**src/verilog/i2c_slave_port_defines.vh**
```
// Register map, field positions, reset values and timing constants of the I2C slave port
`ifndef I2C_SLAVE_PORT_DEFINES_VH
`define I2C_SLAVE_PORT_DEFINES_VH

// Byte addresses on APB
`define OFS_MODE_CTRL     12'h000
`define OFS_STATUS_FLAGS  12'h004
`define OFS_SHIFT_DATA    12'h008
`define OFS_OWN_ADDR      12'h00c
`define OFS_TIMEOUT_CTRL  12'h010
`define OFS_IRQ_STATUS    12'h014
`define OFS_IRQ_ENABLE    12'h018
`define OFS_IRQ_CLEAR     12'h01c

// Reset values
`define RST_MODE_CTRL     8'he0
`define RST_OWN_ADDR      8'h00
`define RST_TIMEOUT_CTRL  8'h00

// Mode control fields
`define MODE_FIELD_HI     7
`define MODE_FIELD_LO     5
`define UART_SEL_BIT      4
`define DEB_HI            3
`define DEB_LO            2
`define ENABLE_BIT        1
`define SPI_INC_BIT       0

// Mode field codes
`define MODE_SPI_SLAVE    3'h5
`define MODE_I2C_SLAVE    3'h6
`define MODE_UNUSED       3'h7

// Debounce codes
`define DEB_NONE          2'h0
`define DEB_TWO           2'h1
`define DEB_TWO_CYCLES    3'h2
`define DEB_FOUR_CYCLES   3'h4

// Status flag bit positions
`define ST_BYTE_DONE      7
`define ST_ADDR_MATCH     6
`define ST_BUS_BUSY       5
`define ST_TX_SEL         4
`define ST_TX_NOACK       3
`define ST_READ_REQ       2
`define ST_WAKE_EN        1
`define ST_RX_NOACK       0

// Interrupt bit positions
`define IRQ_BYTE_DONE     0
`define IRQ_ADDR_MATCH    1
`define IRQ_STOP          2
`define IRQ_WIDTH         3

`endif

```
**src/verilog/i2c_slave_serial_port.v**
```verilog
// I2C slave port of the shared serial unit, with APB registers and interrupt
//
// The placing of the registers and register access over APB were left to the implementer.
`include "i2c_slave_port_defines.vh"
`default_nettype none

module i2c_slave_serial_port (
	// APB clock and reset
	input  wire        pclk,
	input  wire        presetn,
	// APB slave
	input  wire        psel,
	input  wire        penable,
	input  wire        pwrite,
	input  wire [11:0] paddr,
	input  wire [31:0] pwdata,
	output wire        pready,
	output reg  [31:0] prdata,
	output wire        pslverr,
	// I2C pins, open-drain
	input  wire        scl_in,
	output wire        scl_out,
	output wire        scl_oe,
	input  wire        sda_in,
	output wire        sda_out,
	output reg         sda_oe,
	// Pull-up controls for the two pins
	output reg         scl_pullup_en,
	output reg         sda_pullup_en,
	// Interrupt
	output wire        irq
);

	// Bus states
	localparam ST_IDLE = 3'h0;
	localparam ST_ADDR = 3'h1;
	localparam ST_AACK = 3'h2;
	localparam ST_RX   = 3'h3;
	localparam ST_RACK = 3'h4;
	localparam ST_TX   = 3'h5;
	localparam ST_TACK = 3'h6;

	// Software registers
	reg  [7:0] mode_and_enable_control;
	reg  [7:0] shift_data;
	reg  [7:0] own_slave_address;
	reg  [7:0] timeout_control;
	reg        tx_sel;
	reg        tx_noack;
	reg        wake_en;
	// Hardware flags
	reg        byte_done_flag;
	reg        addr_match;
	reg        bus_busy;
	reg        read_req;
	reg        rx_noack;
	reg  [`IRQ_WIDTH-1:0] irq_status;
	reg  [`IRQ_WIDTH-1:0] irq_enable;

	// Mode decode
	wire       uart_select = mode_and_enable_control[`UART_SEL_BIT];
	wire [2:0] unit_mode_field = mode_and_enable_control[`MODE_FIELD_HI:`MODE_FIELD_LO];
	wire       unit_enable = mode_and_enable_control[`ENABLE_BIT];
	wire       i2c_mode = !uart_select && (unit_mode_field == `MODE_I2C_SLAVE);
	wire       active = i2c_mode && unit_enable;
	wire [1:0] clock_debounce_select = mode_and_enable_control[`DEB_HI:`DEB_LO];

	// Two-stage synchronisers on both bus lines
	reg  [1:0] scl_sync;
	reg  [1:0] sda_sync;
	always @(posedge pclk or negedge presetn) begin
		if (!presetn) begin
			scl_sync <= 2'h3;
			sda_sync <= 2'h3;
		end else begin
			scl_sync <= {scl_sync[0], scl_in};
			sda_sync <= {sda_sync[0], sda_in};
		end
	end
	wire scl_s = scl_sync[1];
	wire sda_s = sda_sync[1];

	// Debounce length, forced to zero outside I2C mode
	reg  [2:0] deb_len;
	always @* begin
		if (!i2c_mode)
			deb_len = 3'h0;
		else if (clock_debounce_select == `DEB_NONE)
			deb_len = 3'h0;
		else if (clock_debounce_select == `DEB_TWO)
			deb_len = `DEB_TWO_CYCLES;
		else
			deb_len = `DEB_FOUR_CYCLES;
	end

	// Line filters: a new level must hold for deb_len system clocks.
	// Data passes the same filter as the clock so that both lag equally;
	// otherwise a data change in the low phase would reach the engine
	// while its filtered clock is still high and look like a start or stop.
	wire [1:0] line_s = {sda_s, scl_s};
	wire [1:0] line_f;
	genvar li;
	generate
		for (li = 0; li < 2; li = li + 1) begin : g_filter
			reg  [2:0] deb_cnt;
			reg        lvl;
			always @(posedge pclk or negedge presetn) begin
				if (!presetn) begin
					deb_cnt <= 3'h0;
					lvl <= 1'b1;
				end else if (line_s[li] == lvl) begin
					deb_cnt <= 3'h0;
				end else if (deb_cnt + 3'h1 >= deb_len) begin
					lvl <= line_s[li];
					deb_cnt <= 3'h0;
				end else begin
					deb_cnt <= deb_cnt + 3'h1;
				end
			end
			assign line_f[li] = lvl;
		end
	endgenerate
	wire scl_f = line_f[0];
	wire sda_f = line_f[1];

	// Delayed copies for edge detection
	reg scl_d;
	reg sda_d;
	always @(posedge pclk or negedge presetn) begin
		if (!presetn) begin
			scl_d <= 1'b1;
			sda_d <= 1'b1;
		end else begin
			scl_d <= scl_f;
			sda_d <= sda_f;
		end
	end
	wire scl_rise = scl_f && !scl_d;
	wire scl_fall = !scl_f && scl_d;
	wire start_det = active && scl_f && scl_d && sda_d && !sda_f;
	wire stop_det = active && scl_f && scl_d && !sda_d && sda_f;

	// APB decode, zero wait states
	wire apb_wr = psel && penable && pwrite;
	wire apb_rd = psel && penable && !pwrite;
	assign pready = 1'b1;
	assign pslverr = 1'b0;
	wire wr_ctrl = apb_wr && paddr == `OFS_MODE_CTRL;
	wire wr_stat = apb_wr && paddr == `OFS_STATUS_FLAGS && i2c_mode;
	wire wr_data = apb_wr && paddr == `OFS_SHIFT_DATA;
	wire wr_addr = apb_wr && paddr == `OFS_OWN_ADDR;
	wire rd_data = apb_rd && paddr == `OFS_SHIFT_DATA;

	// Shift engine
	reg  [2:0] state;
	reg  [3:0] bit_cnt;
	reg  [7:0] shreg;
	reg        byte_evt;
	reg        match_evt;
	wire [3:0] last_bit = 4'h8;
	wire       addr_hit = shreg[7:1] == own_slave_address[7:1];

	always @(posedge pclk or negedge presetn) begin
		if (!presetn) begin
			state <= ST_IDLE;
			bit_cnt <= 4'h0;
			shreg <= 8'h00;
			sda_oe <= 1'b0;
			addr_match <= 1'b0;
			read_req <= 1'b0;
			rx_noack <= 1'b1;
			bus_busy <= 1'b0;
			byte_evt <= 1'b0;
			match_evt <= 1'b0;
		end else begin
			byte_evt <= 1'b0;
			match_evt <= 1'b0;
			if (!active) begin
				state <= ST_IDLE;
				sda_oe <= 1'b0;
				bus_busy <= 1'b0;
				addr_match <= 1'b0;
			end else if (start_det) begin
				state <= ST_ADDR;
				bit_cnt <= 4'h0;
				sda_oe <= 1'b0;
				bus_busy <= 1'b1;
				addr_match <= 1'b0;
			end else if (stop_det) begin
				state <= ST_IDLE;
				sda_oe <= 1'b0;
				bus_busy <= 1'b0;
				addr_match <= 1'b0;
			end else begin
				case (state)
				ST_ADDR, ST_RX: begin
					// Sample on rising clock, MSB first
					if (scl_rise) begin
						shreg <= {shreg[6:0], sda_f};
						bit_cnt <= bit_cnt + 4'h1;
					end
					if (scl_fall && bit_cnt == last_bit) begin
						bit_cnt <= 4'h0;
						if (state == ST_ADDR) begin
							if (addr_hit) begin
								addr_match <= 1'b1;
								read_req <= shreg[0];
								match_evt <= 1'b1;
								sda_oe <= 1'b1;
								state <= ST_AACK;
							end else begin
								state <= ST_IDLE;
							end
						end else begin
							byte_evt <= 1'b1;
							sda_oe <= !tx_noack;
							state <= ST_RACK;
						end
					end
				end
				ST_AACK, ST_RACK: begin
					// Release after the ninth clock; transmitter drives first bit
					if (scl_fall) begin
						if (state == ST_AACK && read_req) begin
							shreg <= shift_data;
							sda_oe <= !shift_data[7];
							state <= ST_TX;
						end else begin
							sda_oe <= 1'b0;
							state <= ST_RX;
						end
					end
				end
				ST_TX: begin
					if (scl_rise)
						bit_cnt <= bit_cnt + 4'h1;
					if (scl_fall) begin
						if (bit_cnt == last_bit) begin
							sda_oe <= 1'b0;
							bit_cnt <= 4'h0;
							state <= ST_TACK;
						end else begin
							shreg <= {shreg[6:0], 1'b0};
							sda_oe <= !shreg[6];
						end
					end
				end
				ST_TACK: begin
					if (scl_rise) begin
						rx_noack <= sda_f;
						byte_evt <= 1'b1;
					end
					if (scl_fall) begin
						if (rx_noack) begin
							state <= ST_IDLE;
						end else begin
							shreg <= shift_data;
							sda_oe <= !shift_data[7];
							state <= ST_TX;
						end
					end
				end
				default: state <= ST_IDLE;
				endcase
			end
		end
	end

	// Open-drain: only pull low, never drive the clock
	assign sda_out = 1'b0;
	assign scl_out = 1'b0;
	assign scl_oe = 1'b0;

	// Byte done: cleared at start or data read or write, set on byte end, stop or while inactive
	always @(posedge pclk or negedge presetn) begin
		if (!presetn)
			byte_done_flag <= 1'b1;
		else if (byte_evt || stop_det || !active)
			byte_done_flag <= 1'b1;
		else if (start_det || rd_data || wr_data)
			byte_done_flag <= 1'b0;
	end

	// Software registers; data register reset is arbitrary since its value is undefined
	always @(posedge pclk or negedge presetn) begin
		if (!presetn) begin
			mode_and_enable_control <= `RST_MODE_CTRL;
			own_slave_address <= `RST_OWN_ADDR;
			timeout_control <= `RST_TIMEOUT_CTRL;
			shift_data <= 8'h00;
			tx_sel <= 1'b0;
			tx_noack <= 1'b0;
			wake_en <= 1'b0;
			scl_pullup_en <= 1'b0;
			sda_pullup_en <= 1'b0;
		end else begin
			if (wr_ctrl)
				mode_and_enable_control <= pwdata[7:0];
			// Shared with the SPI second control register
			if (wr_addr)
				own_slave_address <= pwdata[7:0];
			if (apb_wr && paddr == `OFS_TIMEOUT_CTRL)
				timeout_control <= pwdata[7:0];
			if (wr_stat) begin
				tx_sel <= pwdata[`ST_TX_SEL];
				tx_noack <= pwdata[`ST_TX_NOACK];
				wake_en <= pwdata[`ST_WAKE_EN];
			end
			// Pull-ups stay writable whatever the mode
			if (wr_ctrl) begin
				scl_pullup_en <= pwdata[8];
				sda_pullup_en <= pwdata[9];
			end
			// The byte event is one cycle late, so the engine already sits in
			// the receive-ack state; transmit acks must not load the register
			if (byte_evt && state == ST_RACK)
				shift_data <= shreg;
			else if (wr_data)
				shift_data <= pwdata[7:0];
		end
	end

	// Sticky interrupt status; set wins over clear
	wire [`IRQ_WIDTH-1:0] irq_set = {stop_det, match_evt, byte_evt};
	wire [`IRQ_WIDTH-1:0] irq_clr = (apb_wr && paddr == `OFS_IRQ_CLEAR) ?
		pwdata[`IRQ_WIDTH-1:0] : {`IRQ_WIDTH{1'b0}};
	always @(posedge pclk or negedge presetn) begin
		if (!presetn) begin
			irq_status <= {`IRQ_WIDTH{1'b0}};
			irq_enable <= {`IRQ_WIDTH{1'b0}};
		end else begin
			irq_status <= irq_set | (irq_status & ~irq_clr);
			if (apb_wr && paddr == `OFS_IRQ_ENABLE)
				irq_enable <= pwdata[`IRQ_WIDTH-1:0];
		end
	end
	assign irq = |(irq_status & irq_enable);

	// Read mux; I2C views read zero outside I2C mode
	wire [7:0] status_flags = {byte_done_flag, addr_match, bus_busy, tx_sel,
		tx_noack, read_req, wake_en, rx_noack};
	always @* begin
		prdata = 32'h0;
		case (paddr)
		`OFS_MODE_CTRL:    prdata = {22'h0, sda_pullup_en, scl_pullup_en,
			mode_and_enable_control};
		`OFS_STATUS_FLAGS: prdata = i2c_mode ? {24'h0, status_flags} : 32'h0;
		`OFS_SHIFT_DATA:   prdata = {24'h0, shift_data};
		`OFS_OWN_ADDR:     prdata = {24'h0, own_slave_address};
		`OFS_TIMEOUT_CTRL: prdata = i2c_mode ? {24'h0, timeout_control} : 32'h0;
		`OFS_IRQ_STATUS:   prdata = {29'h0, irq_status};
		`OFS_IRQ_ENABLE:   prdata = {29'h0, irq_enable};
		default:           prdata = 32'h0;
		endcase
	end

endmodule // i2c_slave_serial_port
`default_nettype wire
```
**config.mk**
```make
export PLATFORM = sky130hd
export DESIGN_NAME = i2c_slave_serial_port
export DESIGN_NICKNAME = d
export VERILOG_FILES = /design/src/verilog/i2c_slave_serial_port.v
export VERILOG_INCLUDE_DIRS = /design/src /design/src/verilog
export SDC_FILE = /design/constraint.sdc
export NUM_CORES = 1
export LEC_CHECK = 0
export BUFFER_PORTS_ARGS = -buffer_cell sky130_fd_sc_hd__buf_4
export CORE_MARGIN = 8
export CORE_UTILIZATION = 55
export DETAILED_ROUTE_END_ITERATION = 10
export PLACE_DENSITY = 0.8
export SETUP_SLACK_MARGIN = 0.5
export SYNTH_ARGS = -nofsm -noshare
export SYNTH_HDL_FRONTEND = slang
export SYNTH_SLANG_ARGS = --single-unit
```
**constraint.sdc**
```tcl
create_clock -name pclk -period 2.3 [get_ports pclk]
set_input_delay 0.115 -clock pclk [delete_from_list [all_inputs] [get_ports pclk]]
set_output_delay 0.115 -clock pclk [all_outputs]
set_load 0.005 [all_outputs]
```
== Yosys cells after proc, flatten, opt, wreduce, memory -nomap -nowiden ==
Index checks and enable logic that the tools add are counted.
Widths: inputs -> output; s select.

* Flip-flop bits (word level): 80
* Input bits: 51

* Bitwise gates (word level): 8
* Eq/ne operators: 40
* Reduce and logical (&&, ||, !) cells: 57
* Multiplexer cells: 79
* $add $sub $neg: 3
* $lt $le $gt $ge: 2

{| class="wikitable"
|+ Operators with widths
! kind !! number
|-
| $mux 8 || 11
|-
| $pmux 10 s7 || 1
|-
| $mux 3 || 19
|-
| $eq 12x5->1 const B || 4
|-
| $mux 1 || 36
|-
| $pmux 8 s4 || 1
|-
| $ne 5x5->1 const B || 6
|-
| $logic_and 1x1->1 || 25
|-
| $eq 12x4->1 const B || 2
|-
| $mux 4 || 6
|-
| $ne 2x2->1 const B || 8
|-
| $ne 4x1->1 const B || 4
|-
| $reduce_and 7->1 || 2
|-
| $eq 12x3->1 const B || 1
|-
| $eq 3x3->1 const B || 4
|-
| $logic_not 12->1 || 1
|-
| $pmux 3 s4 || 1
|-
| $reduce_and 11->1 || 1
|-
| $logic_not 1->1 || 10
|-
| $reduce_and 5->1 || 2
|-
| $pmux 4 s2 || 1
|-
| $eq 7x7->1 || 1
|-
| $ne 7x1->1 const B || 1
|-
| $add 3x1->3 const B || 2
|-
| 26 further kinds || 39
|}

== Logic depth before layout (Yosys ltp) ==
* Depth after elaboration: 11
* Mapped depth: 9
* Gate-level depth less buffers: 8

== Least setup slack after synthesis ==
Ideal clock, no wire load.

* Path kind: register to register
* Start: register mode_and_enable_control[6]
* End: register g_filter[0].lvl
* Cell stages (with the launch flop): 9
* Setup time: 82 ps
* Arrival time: 1973 ps
* Period minus slack after synthesis: 2055 ps
* Path slack: 245 ps
* Cell sequence: dfstp_2 nor4bb_1 buf_2 and3b_1 ha_1 nand2_1 nand2_1 a21oi_1 mux2_2

* Cells in the longest elaborated chain, start to end: 5

{| class="wikitable"
|+ RTL lines
! item !! RTL line !! text
|-
| start, declared || i2c_slave_serial_port.v:44 || <nowiki>reg [7:0] mode_and_enable_control;</nowiki>
|-
| start signal, assigned || i2c_slave_serial_port.v:287 || <nowiki>mode_and_enable_control <= `RST_MODE_CTRL;</nowiki>
|-
| start signal, assigned || i2c_slave_serial_port.v:298 || <nowiki>mode_and_enable_control <= pwdata[7:0];</nowiki>
|-
| $eq 3x3->1 (no source line) || n/a ||
|-
| $logic_and 1x1->1 || i2c_slave_serial_port.v:64 || <nowiki>wire i2c_mode = !uart_select && (unit_mode_field == `MODE_I2C_SLAVE);</nowiki>
|-
| $mux 3 || i2c_slave_serial_port.v:86 || <nowiki>if (!i2c_mode)</nowiki>
|-
| $ge 3x3->1 || i2c_slave_serial_port.v:113 || <nowiki>end else if (deb_cnt + 3'h1 >= deb_len) begin</nowiki>
|-
| $reduce_and 2->1 (no source line) || n/a ||
|-
| end signal, assigned || i2c_slave_serial_port.v:114 || <nowiki>lvl <= line_s[li];</nowiki>
|-
| end, declared || i2c_slave_serial_port.v:106 || <nowiki>reg lvl;</nowiki>
|}

Every way passes these cells.
A chain may end at the register's enable or synchronous reset.

== Final worst setup path ==
* Start: register mode_and_enable_control[5]
* End: output prdata[7]

* Cells in the longest elaborated chain, start to end: 4
* Elaborated cells on any way between the ends: 5
* Those cells by class: 1 x eq/ne; 3 x mux; 1 x reduce/logical

{| class="wikitable"
|+ RTL lines
! item !! RTL line !! text
|-
| $eq 3x3->1 (no source line) * || n/a ||
|-
| $logic_and 1x1->1 * || i2c_slave_serial_port.v:64 ||
|-
| $mux 8, on equally long branches || i2c_slave_serial_port.v:350, i2c_slave_serial_port.v:347 ||
|-
| $pmux 10 s7 * || i2c_slave_serial_port.v:344 || <nowiki>case (paddr)</nowiki>
|-
| end, declared || i2c_slave_serial_port.v:18 || <nowiki>output reg [31:0] prdata,</nowiki>
|}

Every way passes the cells marked *; elsewhere a longest branch is shown, timed or not.

==> impl_metrics.toml <==
[cells_and_area]
final_util_pct = 69.6
synthToLayoutAreaGrowth_pct = 25.1
final_net_count = 546
layout_common_cells = "66 x dfrtp_1, 65 x buf_4, 35 x mux2_2"
antenna_cells = 0
drive_above_1_share_pct = 41.8
final_common_cell = "dfrtp_1"

[timing]
period_share_pct = 96.1
setup_viol = 0
maxSlewViolCount = 0
clock.fmax_mhz = 453
hold_viol_final = 0
slew_headroom_pct = 33.8
min_period_ns = 2.21
skew_ns = 0.0168
worst_slew_pin_slew_ns = 0.993
rsz0062_at_grt = "true"
fin_setup_tns_ns = 0

[yosys]
async_flop_share_pct = 100
synth.area.mux_share_pct = 18.0
synth_top_family_by_area = "multiplexers"
synth_edf_count = 0
synthAdderAreaFrac_pct = 2.24
synth_ff_type = "dfrtp_1"
synth_compound_area_share_pct = 10.4
yosysSeqAreaShare_pct = 45.1
syn_inst = 413
synth-simple-area-share_pct = 14.0
syn_area_um2 = 4480
synth_xor_area_share_pct = 2.74
ys_warn_count = 0
syn_area_per_cell_um2 = 10.8
synthDistinctLibCells = 62
ys_ff_latch = 80

[grt]
overflow = 0
grt_pass1_vias = 3675
grt_max_degree = 81
grt_pass1_wl_mm = 18.2
grt_use_total_pct = 20.1
grt_antenna_before_repair = 0

[pwr]
internal_power_uw = 2090
power_density_nw_per_um2 = 480
power_frac_seq_pct = 53.2
p_leak_uw = 0.00260
pwr-share-comb_pct = 5.8
swShare_pct = 22.5
p_sw_uw = 605
ir_drop_v = 0.000362
clkPwrFrac_pct = 41.0

[worst_hold_path]
hold_path_class = "primary input to flip-flop"
hp-start = "pwdata[5]"

[placed_design]
place.detailed.hpwl_mm = 7.51
gp_congestion = 0.865
place.port_buffers = 42

[worst_setup_path]
arrival_ns = 2.09
cp.required_ns = 2.18
cp_top_family = "flip-flops"
critical_path_class = "flip-flop to output port"
start_kind = "flip-flop"
end_kind = "output port"
worst_path_most_repeated_cell = "buf_6"
reg2reg_from = "mode_and_enable_control[7]"
path_buf_inv = 3
crit_chain = "nor4bb_4 > buf_6 > and4_4 > buf_6 > a222oi_1 > nand2_1 > buf_4"
max_stage_delay_ns = 0.56
critPathSlowestCell = "dfstp_2"
crit_start = "mode_and_enable_control[5]"
critPathMaxFanout = 7

[clock_network]
htree_levels = 3
cts_tree = "yes"
path_clk_slew_ns = 0.09
clk_latency_ns = 0.35
cts-buffers-inserted = 9
clockBufferDepth = 2
root_buffer = "clkbuf_8"
cts_sinks = 80

[floorplanning]
io_pins = 92
dieArea_um2 = 11300
die_h_um = 106
core_area_um2 = 8050
start_util_pct = 55.6
chipWidth_um = 106
core.rowCount = 33

[route]
highest_layer = "met4"
dr_wl_met3_um = 604
post-route-drc-count = 0
wire_per_inst_um = 19.2
drt_iter0_drc = 201
dr_total_vias = 3476
routed_via_density = 5.83
drt-pass1-iter-count = 4
dr_wl_met2_mm = 6.02
met1_length_mm = 4.60
drt-total-wl_mm = 11.5
ant_nets = 0

[flow_run]
maxCapViolations = 0

[outcome]
status = "finished clean"
[synthesized netlist by cell type, types with 9 or more instances]
| library cell | instances | area (µm²) |
|---|---|---|
| dfrtp_1 | 67 | 1680 |
| mux2i_1 | 10 | 100 |
| dfstp_2 | 13 | 342 |
| a21oi_1 | 23 | 115 |
| o21ai_0 | 9 | 45.0 |
| nor2_1 | 28 | 105 |
| inv_1 | 9 | 33.8 |
| buf_4 | 30 | 225 |
| nand2_1 | 36 | 135 |
| mux2_2 | 52 | 586 |
[logic make-up after synthesis]
kind of cell,Yosys count
and+or+nand+nor,118
DFF,80
muxes,70
AOI/OAI and AO/OA,68
buffers and inverters,53
xor gates and xnor gates,14
adders and majority gates,8
other,2
[layer usage]
layer  track usage, %  vias up
met1             23.5     1760
met3             4.05       22
li1                 -     1574
met5                0        -
met4             8.44        0
met2             35.2      120
[sequential cells by signal, summed over array words and instances (netlist names), 2 cells and up]
| signal | cells |
|---|---|
| bit_cnt | 4 |
| g_filter.deb_cnt | 6 |
| g_filter.lvl | 2 |
| irq_enable | 3 |
| irq_status | 3 |
| mode_and_enable_control | 8 |
| own_slave_address | 8 |
| scl_sync | 2 |
| sda_sync | 2 |
| shift_data | 8 |
| shreg | 8 |
| state | 3 |
| timeout_control | 8 |
[per-stage QoR]
stage	hold slack, ns	cells	worst slack (ns)	cell area (µm²)	power [µW]
after floorplan	-0.181	438	0.286	4670	1540
after global placement	0.223	555	0.159	4930	1590
after detailed placement	0.224	555	0.0765	4930	1590
after CTS	0.00184	585	0.0887	5400	2700
after global routing	0.0279	596	0.0179	5600	2780
final	0.0282	596	0.0905	5600	2690
[power groups by stage]
| stage | Clock (µW) | Combinational (µW) | Sequential, µW |
|---|---|---|---|
| global route | 1180 | 171 | 1430 |
| finish | 1100 | 155 | 1430 |
| detailed placement | 0 | 138 | 1460 |
| CTS | 1120 | 148 | 1430 |
| global placement | 0 | 135 | 1460 |
| floorplan | 0 | 85.7 | 1450 |
[final timing paths]
path / cells past startpoint / slack, ns / to
max: 7 / 0.09 / prdata[7]
min: 2 / 0.03 / timeout_control[5]
min in group asynchronous: 2 / 0.47 / g_filter[1].deb_cnt[1]
max reg2reg: 9 / 0.12 / rx_noack
min reg2reg: 0 / 0.35 / sda_sync[1]
max in group asynchronous: 2 / 1.12 / state[2]
[area by class of cell]
class	instances	area [µm²]
clock buffers	11	131
clock inverters	4	70.1
fillers	562	2450
repair buffers	81	671
inverters	9	33.8
well taps	105	131
multi-input cells	306	2540
flip-flops and latches	80	2020
[what timing repair did]
item | 4_1_cts | 5_1_grt
buffers inserted | 11 | 9
pin swaps | 12 | 18
gates cloned | 0 | 1
hold buffers | 4 | 1
resized for setup | 32 | 24
endpoints found under the setup margin | 40 | 76
hold endpoints to repair | 70 | 1
Note: power is estimated with default switching activity, not from simulation.
